## config.mk

```make
export PLATFORM = sky130hd
export DESIGN_NAME = unblock_permissive_trip_logic
export DESIGN_NICKNAME = d
export VERILOG_FILES = /design/src/unblock_pkg.sv /design/src/unblock_permissive_trip_logic.sv
export SDC_FILE = /design/constraint.sdc
export NUM_CORES = 1
export LEC_CHECK = 0
export ABC_AREA = 1
export BUFFER_PORTS_ARGS = -buffer_cell sky130_fd_sc_hd__buf_2
export CORE_MARGIN = 5
export CORE_UTILIZATION = 35
export DETAILED_ROUTE_END_ITERATION = 10
export PLACE_DENSITY = 0.57
export REMOVE_ABC_BUFFERS = 1
export SLEW_MARGIN = 20
export SYNTH_ARGS = -nofsm -noshare
export SYNTH_HDL_FRONTEND = slang
export SYNTH_SLANG_ARGS = --single-unit
```

## constraint.sdc

```tcl
create_clock -name core_clk -period 12.1 [get_ports core_clk]
set_clock_uncertainty 0.05 [all_clocks]
set_input_delay 3.025 -clock core_clk [delete_from_list [all_inputs] [get_ports core_clk]]
set_output_delay 3.025 -clock core_clk [all_outputs]
set_load 0.03 [all_outputs]
```

## src/unblock_pkg.sv

```systemverilog
// constants, register map and types of the unblock permissive trip logic
package unblock_pkg;
  localparam int CLK_PERIOD_NS = 32'h0000000A;
  localparam int MS_NS = 32'h000F4240;
  localparam int TICK_CYCLES = MS_NS / CLK_PERIOD_NS;
  localparam int TICK_W = 17;

  localparam int NUM_PHASES = 32'h00000003;
  localparam int NUM_CHAN = 32'h00000006;

  // timer figures in milliseconds, except the alarm limit in seconds
  localparam int TIME_W = 14;
  localparam logic [13:0] SEC_DELAY_MS = 14'h0014;
  localparam logic [13:0] SILENT_HOLD_MS = 14'h0064;
  localparam logic [13:0] DROP_OFF_MS = 14'h0064;
  localparam logic [13:0] ALARM_S = 14'h000A;
  localparam logic [13:0] MS_PER_S = 14'h03E8;
  localparam logic [13:0] ALARM_MS = 14'(ALARM_S * MS_PER_S);
  localparam logic [13:0] SILENT_MAX = ALARM_MS + 14'h0001;

  // register byte offsets
  localparam logic [4:0] REG_CTRL = 5'h00;
  localparam logic [4:0] REG_PROLONG = 5'h04;
  localparam logic [4:0] REG_STATE = 5'h08;
  localparam logic [4:0] REG_INT_STATUS = 5'h0C;
  localparam logic [4:0] REG_INT_CLEAR = 5'h10;
  localparam logic [4:0] REG_INT_ENABLE = 5'h14;

  // control fields
  localparam int CTRL_W = 5;
  localparam int CTRL_ENABLE = 0;
  localparam int CTRL_THREE_TERM = 1;
  localparam int CTRL_PHASE_SEG = 2;
  localparam int CTRL_RECLOSE_OVR = 3;
  localparam int CTRL_DIR_FWD = 4;
  localparam logic [4:0] CTRL_RESET = 5'h11;
  localparam logic [15:0] PROLONG_RESET = 16'h0032;

  // interrupt events
  localparam int INT_W = 3;
  localparam int INT_CARRIER_FAIL = 0;
  localparam int INT_SILENT_REL = 1;
  localparam int INT_OVR_REL = 2;

  typedef enum logic [1:0] {CH_QUIET, CH_SILENT, CH_RECOVER} chan_state_t;
endpackage

```

## src/unblock_permissive_trip_logic.sv

```systemverilog
// unblock permissive overreach scheme for one line end, with register slave
`timescale 1ns/1ps

// one receive channel: unblock/block inputs to release and alarm
module unblock_chan (
  // clock and reset
  input wire logic core_clk,
  input wire logic rst,
  input wire logic ms_tick,
  // synchronised receive inputs
  input wire logic unblock_rx,
  input wire logic block_rx,
  // results
  output logic release_r,
  output logic silent_rel_r,
  output logic alarm_r
);
  unblock_pkg::chan_state_t state_r, state_nxt;
  logic [13:0] silent_cnt_r;
  logic [13:0] drop_cnt_r;
  logic silent;
  logic silent_rel_nxt;
  logic direct_rel;

  assign silent = !unblock_rx && !block_rx;
  // silence release window: from 20 ms up to a further 100 ms
  assign silent_rel_nxt = (state_r == unblock_pkg::CH_SILENT) &&
    (silent_cnt_r >= unblock_pkg::SEC_DELAY_MS) &&
    (silent_cnt_r < unblock_pkg::SEC_DELAY_MS +
     unblock_pkg::SILENT_HOLD_MS);
  assign direct_rel = (state_r == unblock_pkg::CH_QUIET) &&
    unblock_rx && !block_rx;

  always_comb begin
    state_nxt = state_r;
    case (state_r)
      unblock_pkg::CH_QUIET: begin
        if (silent) state_nxt = unblock_pkg::CH_SILENT;
      end
      unblock_pkg::CH_SILENT: begin
        // a blip shorter than the security delay never released anything
        if (!silent && silent_cnt_r >= unblock_pkg::SEC_DELAY_MS)
          state_nxt = unblock_pkg::CH_RECOVER;
        else if (!silent)
          state_nxt = unblock_pkg::CH_QUIET;
      end
      unblock_pkg::CH_RECOVER: begin
        if (silent)
          state_nxt = unblock_pkg::CH_SILENT;
        else if (drop_cnt_r >= unblock_pkg::DROP_OFF_MS)
          state_nxt = unblock_pkg::CH_QUIET;
      end
      default: state_nxt = unblock_pkg::CH_QUIET;
    endcase
  end

  always_ff @(posedge core_clk or posedge rst) begin
    if (rst) begin
      state_r <= unblock_pkg::CH_QUIET;
      silent_cnt_r <= '0;
      drop_cnt_r <= '0;
    end else begin
      state_r <= state_nxt;
      if (!silent)
        silent_cnt_r <= '0;
      else if (ms_tick && silent_cnt_r != unblock_pkg::SILENT_MAX)
        silent_cnt_r <= silent_cnt_r + 14'h0001;
      if (state_r != unblock_pkg::CH_RECOVER || silent)
        drop_cnt_r <= '0;
      else if (ms_tick && drop_cnt_r != unblock_pkg::DROP_OFF_MS)
        drop_cnt_r <= drop_cnt_r + 14'h0001;
    end
  end

  always_ff @(posedge core_clk or posedge rst) begin
    if (rst) begin
      release_r <= 1'b0;
      silent_rel_r <= 1'b0;
      alarm_r <= 1'b0;
    end else begin
      release_r <= direct_rel || silent_rel_nxt;
      silent_rel_r <= silent_rel_nxt;
      alarm_r <= silent_cnt_r > unblock_pkg::ALARM_MS;
    end
  end
endmodule

module unblock_permissive_trip_logic #(
  parameter int TICK_CYCLES = unblock_pkg::TICK_CYCLES
) (
  // clock and reset
  input wire logic core_clk,
  input wire logic rst,
  // avalon-mm slave
  input wire logic [4:0] avs_address,
  input wire logic avs_read,
  input wire logic avs_write,
  input wire logic [31:0] avs_writedata,
  input wire logic [3:0] avs_byteenable,
  output logic [31:0] avs_readdata,
  output logic avs_waitrequest,
  // carrier receive pins, index end*3+phase
  input wire logic [5:0] unblock_rx_input,
  input wire logic [5:0] block_rx_input,
  input wire logic reclose_zone_enable_input,
  // protection core, same clock
  input wire logic [2:0] overreach_fwd_fault,
  input wire logic fault_detect,
  input wire logic trip_issued,
  input wire logic other_zone_trip_req,
  // outputs
  output logic [2:0] tx_unblock_key,
  output logic [2:0] overreach_release,
  output logic other_zone_trip,
  output logic echo_start,
  output logic carrier_fail_alarm,
  output logic irq
);
  localparam int SYNC_W = 13;

  logic [SYNC_W-1:0] sync1_r, sync2_r;
  logic [16:0] tick_cnt_r;
  logic ms_tick_r;
  logic [4:0] ctrl_r;
  logic [15:0] prolong_r;
  logic [2:0] int_status_r, int_enable_r;
  logic [15:0] prolong_cnt_r [3];
  logic [5:0] chan_rel, chan_silent, chan_alarm;
  logic [5:0] ub_s, bl_s;
  logic reclose_en_s;

  // pins pass two flops before any logic reads them
  always_ff @(posedge core_clk or posedge rst) begin
    if (rst) begin
      sync1_r <= '0;
      sync2_r <= '0;
    end else begin
      sync1_r <= {reclose_zone_enable_input, block_rx_input,
                  unblock_rx_input};
      sync2_r <= sync1_r;
    end
  end
  assign ub_s = sync2_r[5:0];
  assign bl_s = sync2_r[11:6];
  assign reclose_en_s = sync2_r[12];

  // common millisecond tick
  always_ff @(posedge core_clk or posedge rst) begin
    if (rst) begin
      tick_cnt_r <= '0;
      ms_tick_r <= 1'b0;
    end else if (tick_cnt_r == 17'(TICK_CYCLES - 1)) begin
      tick_cnt_r <= '0;
      ms_tick_r <= 1'b1;
    end else begin
      tick_cnt_r <= tick_cnt_r + 17'h00001;
      ms_tick_r <= 1'b0;
    end
  end

  genvar gc;
  generate
    for (gc = 0; gc < unblock_pkg::NUM_CHAN; gc++) begin : g_chan
      unblock_chan u_chan (
        .core_clk(core_clk),
        .rst(rst),
        .ms_tick(ms_tick_r),
        .unblock_rx(ub_s[gc]),
        .block_rx(bl_s[gc]),
        .release_r(chan_rel[gc]),
        .silent_rel_r(chan_silent[gc]),
        .alarm_r(chan_alarm[gc])
      );
    end
  endgenerate

  wire scheme_on = ctrl_r[unblock_pkg::CTRL_ENABLE] &&
    ctrl_r[unblock_pkg::CTRL_DIR_FWD];
  wire three_term = ctrl_r[unblock_pkg::CTRL_THREE_TERM];
  wire phase_seg = ctrl_r[unblock_pkg::CTRL_PHASE_SEG];
  // without segregation phase channel 0 of each end carries all phases
  wire [2:0] phase_mask = phase_seg ? 3'h7 : 3'h1;
  wire [5:0] chan_mask = {three_term ? phase_mask : 3'h0, phase_mask};
  wire [2:0] fault_eff = phase_seg ? overreach_fwd_fault :
    {3{|overreach_fwd_fault}};
  wire [2:0] send_req = scheme_on ? fault_eff : 3'h0;
  wire [2:0] rel_a = phase_seg ? chan_rel[2:0] : {3{chan_rel[0]}};
  wire [2:0] rel_b = phase_seg ? chan_rel[5:3] : {3{chan_rel[3]}};
  wire [2:0] rx_ok = three_term ? (rel_a & rel_b) : rel_a;
  wire path_fault = |(chan_alarm & chan_mask);
  wire reclose_ovr = path_fault && reclose_en_s &&
    ctrl_r[unblock_pkg::CTRL_RECLOSE_OVR];
  wire [2:0] ovr_rel_nxt = send_req & (rx_ok | {3{reclose_ovr}});
  wire [5:0] ub_used = ub_s & chan_mask;
  wire echo_nxt = scheme_on && (|ub_used) && !fault_detect;
  logic [2:0] tx_nxt;

  // send prolongation: only armed while a trip command is present
  genvar gp;
  generate
    for (gp = 0; gp < unblock_pkg::NUM_PHASES; gp++) begin : g_phase
      assign tx_nxt[gp] = send_req[gp] || (prolong_cnt_r[gp] != 16'h0000);
      always_ff @(posedge core_clk or posedge rst) begin
        if (rst)
          prolong_cnt_r[gp] <= '0;
        else if (send_req[gp] && trip_issued)
          prolong_cnt_r[gp] <= prolong_r;
        else if (send_req[gp])
          prolong_cnt_r[gp] <= '0;
        else if (ms_tick_r && prolong_cnt_r[gp] != 16'h0000)
          prolong_cnt_r[gp] <= prolong_cnt_r[gp] - 16'h0001;
      end
    end
  endgenerate

  // interrupt events on rising edges of carrier fail and releases
  wire silent_now = |(chan_silent & chan_mask);
  logic silent_seen_r;
  wire [2:0] int_events = {
    |(ovr_rel_nxt & ~overreach_release),
    silent_now && !silent_seen_r,
    path_fault && !carrier_fail_alarm};

  // register slave, one wait state per access
  wire req = (avs_read || avs_write) && avs_waitrequest;
  wire wr_go = avs_write && !avs_waitrequest;
  wire wr_ctrl = wr_go && avs_address == unblock_pkg::REG_CTRL &&
    avs_byteenable[0];
  wire wr_prol = wr_go && avs_address == unblock_pkg::REG_PROLONG;
  wire wr_clr = wr_go && avs_address == unblock_pkg::REG_INT_CLEAR &&
    avs_byteenable[0];
  wire wr_en = wr_go && avs_address == unblock_pkg::REG_INT_ENABLE &&
    avs_byteenable[0];
  wire [2:0] clr_bits = wr_clr ? avs_writedata[2:0] : 3'h0;
  // a new event wins over a clear landing in the same cycle
  wire [2:0] int_status_nxt = (int_status_r & ~clr_bits) | int_events;
  wire [31:0] state_word = {19'h00000, carrier_fail_alarm, chan_silent,
    overreach_release, tx_unblock_key};
  wire [31:0] rd_mux =
    avs_address == unblock_pkg::REG_CTRL ? {27'h0000000, ctrl_r} :
    avs_address == unblock_pkg::REG_PROLONG ? {16'h0000, prolong_r} :
    avs_address == unblock_pkg::REG_STATE ? state_word :
    avs_address == unblock_pkg::REG_INT_STATUS ?
      {29'h00000000, int_status_r} :
    avs_address == unblock_pkg::REG_INT_ENABLE ?
      {29'h00000000, int_enable_r} : 32'h00000000;

  always_ff @(posedge core_clk or posedge rst) begin
    if (rst) begin
      avs_waitrequest <= 1'b1;
      avs_readdata <= '0;
    end else begin
      avs_waitrequest <= !req;
      if (req && avs_read)
        avs_readdata <= rd_mux;
    end
  end

  always_ff @(posedge core_clk or posedge rst) begin
    if (rst) begin
      ctrl_r <= unblock_pkg::CTRL_RESET;
      prolong_r <= unblock_pkg::PROLONG_RESET;
      int_enable_r <= '0;
    end else begin
      if (wr_ctrl)
        ctrl_r <= avs_writedata[4:0];
      if (wr_prol && avs_byteenable[0])
        prolong_r[7:0] <= avs_writedata[7:0];
      if (wr_prol && avs_byteenable[1])
        prolong_r[15:8] <= avs_writedata[15:8];
      if (wr_en)
        int_enable_r <= avs_writedata[2:0];
    end
  end

  always_ff @(posedge core_clk or posedge rst) begin
    if (rst) begin
      int_status_r <= '0;
      irq <= 1'b0;
      silent_seen_r <= 1'b0;
    end else begin
      int_status_r <= int_status_nxt;
      irq <= |(int_status_nxt & int_enable_r);
      silent_seen_r <= silent_now;
    end
  end

  // scheme outputs
  always_ff @(posedge core_clk or posedge rst) begin
    if (rst) begin
      tx_unblock_key <= '0;
      overreach_release <= '0;
      other_zone_trip <= 1'b0;
      echo_start <= 1'b0;
      carrier_fail_alarm <= 1'b0;
    end else begin
      tx_unblock_key <= tx_nxt;
      overreach_release <= ovr_rel_nxt;
      other_zone_trip <= other_zone_trip_req;
      echo_start <= echo_nxt;
      carrier_fail_alarm <= path_fault;
    end
  end
endmodule

```

==> qor.yml <==
cts:
  insertion_delay_ns: 0.58
  htreeDepth: 2
  clkTransAtPathRegs_ns: 0.06
  cts_resized: 0
  cts_hold_buf: 0
  cts_root_buffer: "clkbuf_16"
  clock-sinks: 345
  cts_tree: "yes"
  clk_path_buf_depth: 3
  cts_made_buffers: 43
  post_cts.repair.setup_buffers: 0
global_route:
  grt-ovfl-total: 0
  grt_use_total_pct: 16.05
  grt_pass1_vias: 16520
  grt_pass1_wl_mm: 82.68
  grt_max_degree: 172
  antenna_found_initial: 3
final_layout:
  fillCellCount: 5778
  layout-drive-gt1-share_pct: 10.12
  regArea_mm2: 0.008642
  area_delta_synth_final_pct: 12.73
  finalNetCount: 2755
  final_core_util_pct: 39.62
  multi_input_area_mm2: 0.009575
floorplan:
  core_mm2: 0.05617
  row_count: 87
  initial_core_util_pct: 35.14
  die_w_um: 247.5
  ioPinCount: 107
  die-area_mm2: 0.06125
  die_h_um: 247.5
sta:
  fmax_ghz: 0.2263
  report.final.setup_viol: 0
  max_slew_margin_pct: 33.26
  hold_viol_final: 0
  rsz0062_at_grt: "false"
  setup_tns_ns: 0
  min_period_ns: 4.418
  worst_pin_slew_ns: 1.001
  fin_hold_ws_ns: 0.2935
  drv_slew: 0
  timing.final.crit_share_pct: 36.51
yosys:
  synth_area_mm2: 0.01974
  ys_ff_latch: 345
  ys_async_sr_fraction_pct: 100.0
  synth_cell_type_count: 57
  ys.warnings.count: 0
  synth_flop_cell: "dfrtp_1"
  synth_edf_count: 0
  synth-seq-area-share_pct: 43.78
  syn_area_per_cell_um2: 7.681
  syn-instance-count: 2570
pwr:
  pwr_density_cell_mw_per_mm2: 119.9
  p_leak_nw: 9.864
  vdd_drop_max_uv: 91.00
  total_power_w: 0.002668
setup_path:
  timing.rr.end: "g_chan[2].u_chan.silent_cnt_r[5]"
  arrival_ns: 1.34
  start_kind: "register"
  path_buf_inv: 1
  rrSetupSlack_ns: 9.62
  worstSetupPathType: "reg2out"
  cpPeakStageDelay_ns: 0.56
  cp-end-kind: "output pin"
  cpMaxStageDelayCell: "dfstp_2"
  required_ns: 9.02
  crit_family: "flip-flops"
  crit_fanout: 4
  reg2reg_from: "sync2_r[2]"
  crit_chain: "buf_2"
  r2r_cells: 6
  cp.depth: 1
status:
  status: "finished, final reports clean"
detailed_routing:
  met2_length_mm: 22.76
  drc: 0
  drt_iter0_markers: 1184
  dr_total_vias: 17200
  drtPass1Iterations: 5
  drtAntennaViolNets: 0
  wl_met1_mm: 23.44
  top_layer_used: "met4"
  wl_mm: 49.66
  routed-wl-met3_mm: 2.322
  wire_per_inst_um: 14.40
  viasPerCell: 4.988
min_path:
  min_to: "sync2_r[3]"
  holdPathStages: 0
  min_path_type: "reg2reg"
  min_from: "sync1_r[3]"
placed_design:
  io_buffers: 72
  place_hpwl_mm: 35.72
  gp_congestion: 0.8830
flow_run:
  cap_violations: 0
## cell families (layout without fill, tap and decap cells)
group / count (synthesis) / in the layout / share of synthesized area (%)
flops: 345 / 345 / 43.78
fa+ha+maj: 34 / 34 / 2.155
buf+inv: 377 / 481 / 7.999
compound gates: 368 / 368 / 10.57
simple gates: 1354 / 1354 / 31.44
xor+xnor: 91 / 91 / 4.038
other cells: 1 / 19 / 0.01900
## where the power goes
part | switching (W) | internal [W]
Sequential | 0.0000278 | 0.00119
Clock | 0.000515 | 0.000781
Combinational | 0.000116 | 0.0000431
## through the flow
stage | setup WS, ns | cell area (um^2) | std cells
after floorplan | -0.5301 | 19440 | 2534
after global placement | 7.332 | 20820 | 3368
after detailed placement | 7.313 | 20820 | 3368
after CTS | 7.641 | 22250 | 3445
after global routing | 7.640 | 22250 | 3447
final | 7.682 | 22250 | 3448
## metal layers
layer	up-vias	track usage, %
met5	-	0
met4	0	4.993
met3	74	1.992
li1	8599	-
met2	397	25.96
met1	8127	22.60
## state kept, by name, summed over array words and instances (netlist names), 12 cells and up
name,count
sync1_r,13
g_chan.u_chan.silent_cnt_r,84
sync2_r,13
g_chan.u_chan.drop_cnt_r,84
g_chan.u_chan.state_r,12
tick_cnt_r,17
prolong_cnt_r,48
avs_readdata,16
prolong_r,16
## cells in the final DEF (no fill, tap or decap), types with 5 or more instances in the layout
master     netlist  layout
a21oi_1         73      73
a31oi_1         10      10
buf_2           19      72
buf_4           20       5
clkbuf_1         4      11
clkbuf_16        0      43
clkbuf_8         0       6
clkinv_2         0       8
conb_1           1      16
dfrtp_1        339     338
dfstp_2          6       6
ha_1            34      34
inv_1          300     299
inv_2           23      23
nand2_1        568     568
nand2_2         13      13
nand2_4         12      12
nand3_1        213     213
nand3_2          7       7
nand3b_1        20      20
nand4_1         68      68
nor2_1         320     320
nor2_2          16      16
nor2_4           8       8
nor3_1          64      64
nor3_2           9       9
nor4_1           8       8
o211ai_1         9       9
o21ai_0        166     166
o21ai_1         21      21
o21ai_2         11      11
o22ai_1         29      29
o31ai_1         33      33
or2_2            7       7
xnor2_1          5       5
xor2_1          86      86
## layout make-up
type,instances,share of cell area [%]
flip-flops and latches,345,38.84
clock inverters,17,1.023
repair buffers,78,1.878
inverters,326,5.555
well taps,756,4.251
multi-input cells,1863,43.03
diodes,3,0.03374
clock buffers,60,5.392
## worst max path at each step
stage	from	slack, ns	endpoint
2_1_floorplan	rst	-0.53	avs_readdata[0]
3_3_place_gp	overreach_fwd_fault[0]	7.33	prolong_cnt_r[14]
3_5_place_dp	rst	7.31	g_chan[0].u_chan.silent_cnt_r[0]
4_1_cts	avs_waitrequest	7.64	avs_waitrequest
5_1_grt	avs_waitrequest	7.64	avs_waitrequest
6_report	avs_waitrequest	7.68	avs_waitrequest
## cells in the mapped netlist (10+ instances only)
library cell,count,area share (%)
dfrtp_1,339,43
o22ai_1,29,0.92
a21oi_1,73,1.9
nand2_1,568,11
nand4_1,68,2.2
nor2_1,320,6.1
buf_2,19,0.48
nand3_1,213,5.4
inv_1,300,5.7
nand2_4,12,0.68
o21ai_1,21,0.53
inv_2,23,0.44
a31oi_1,10,0.32
ha_1,34,2.2
nor2_2,16,0.51
o21ai_2,11,0.49
buf_4,20,0.76
nor3_1,64,1.6
xor2_1,86,3.8
nand2_2,13,0.41
nand3b_1,20,0.76
o21ai_0,166,4.2
o31ai_1,33,1.3
(Power assumes the default switching activity.)
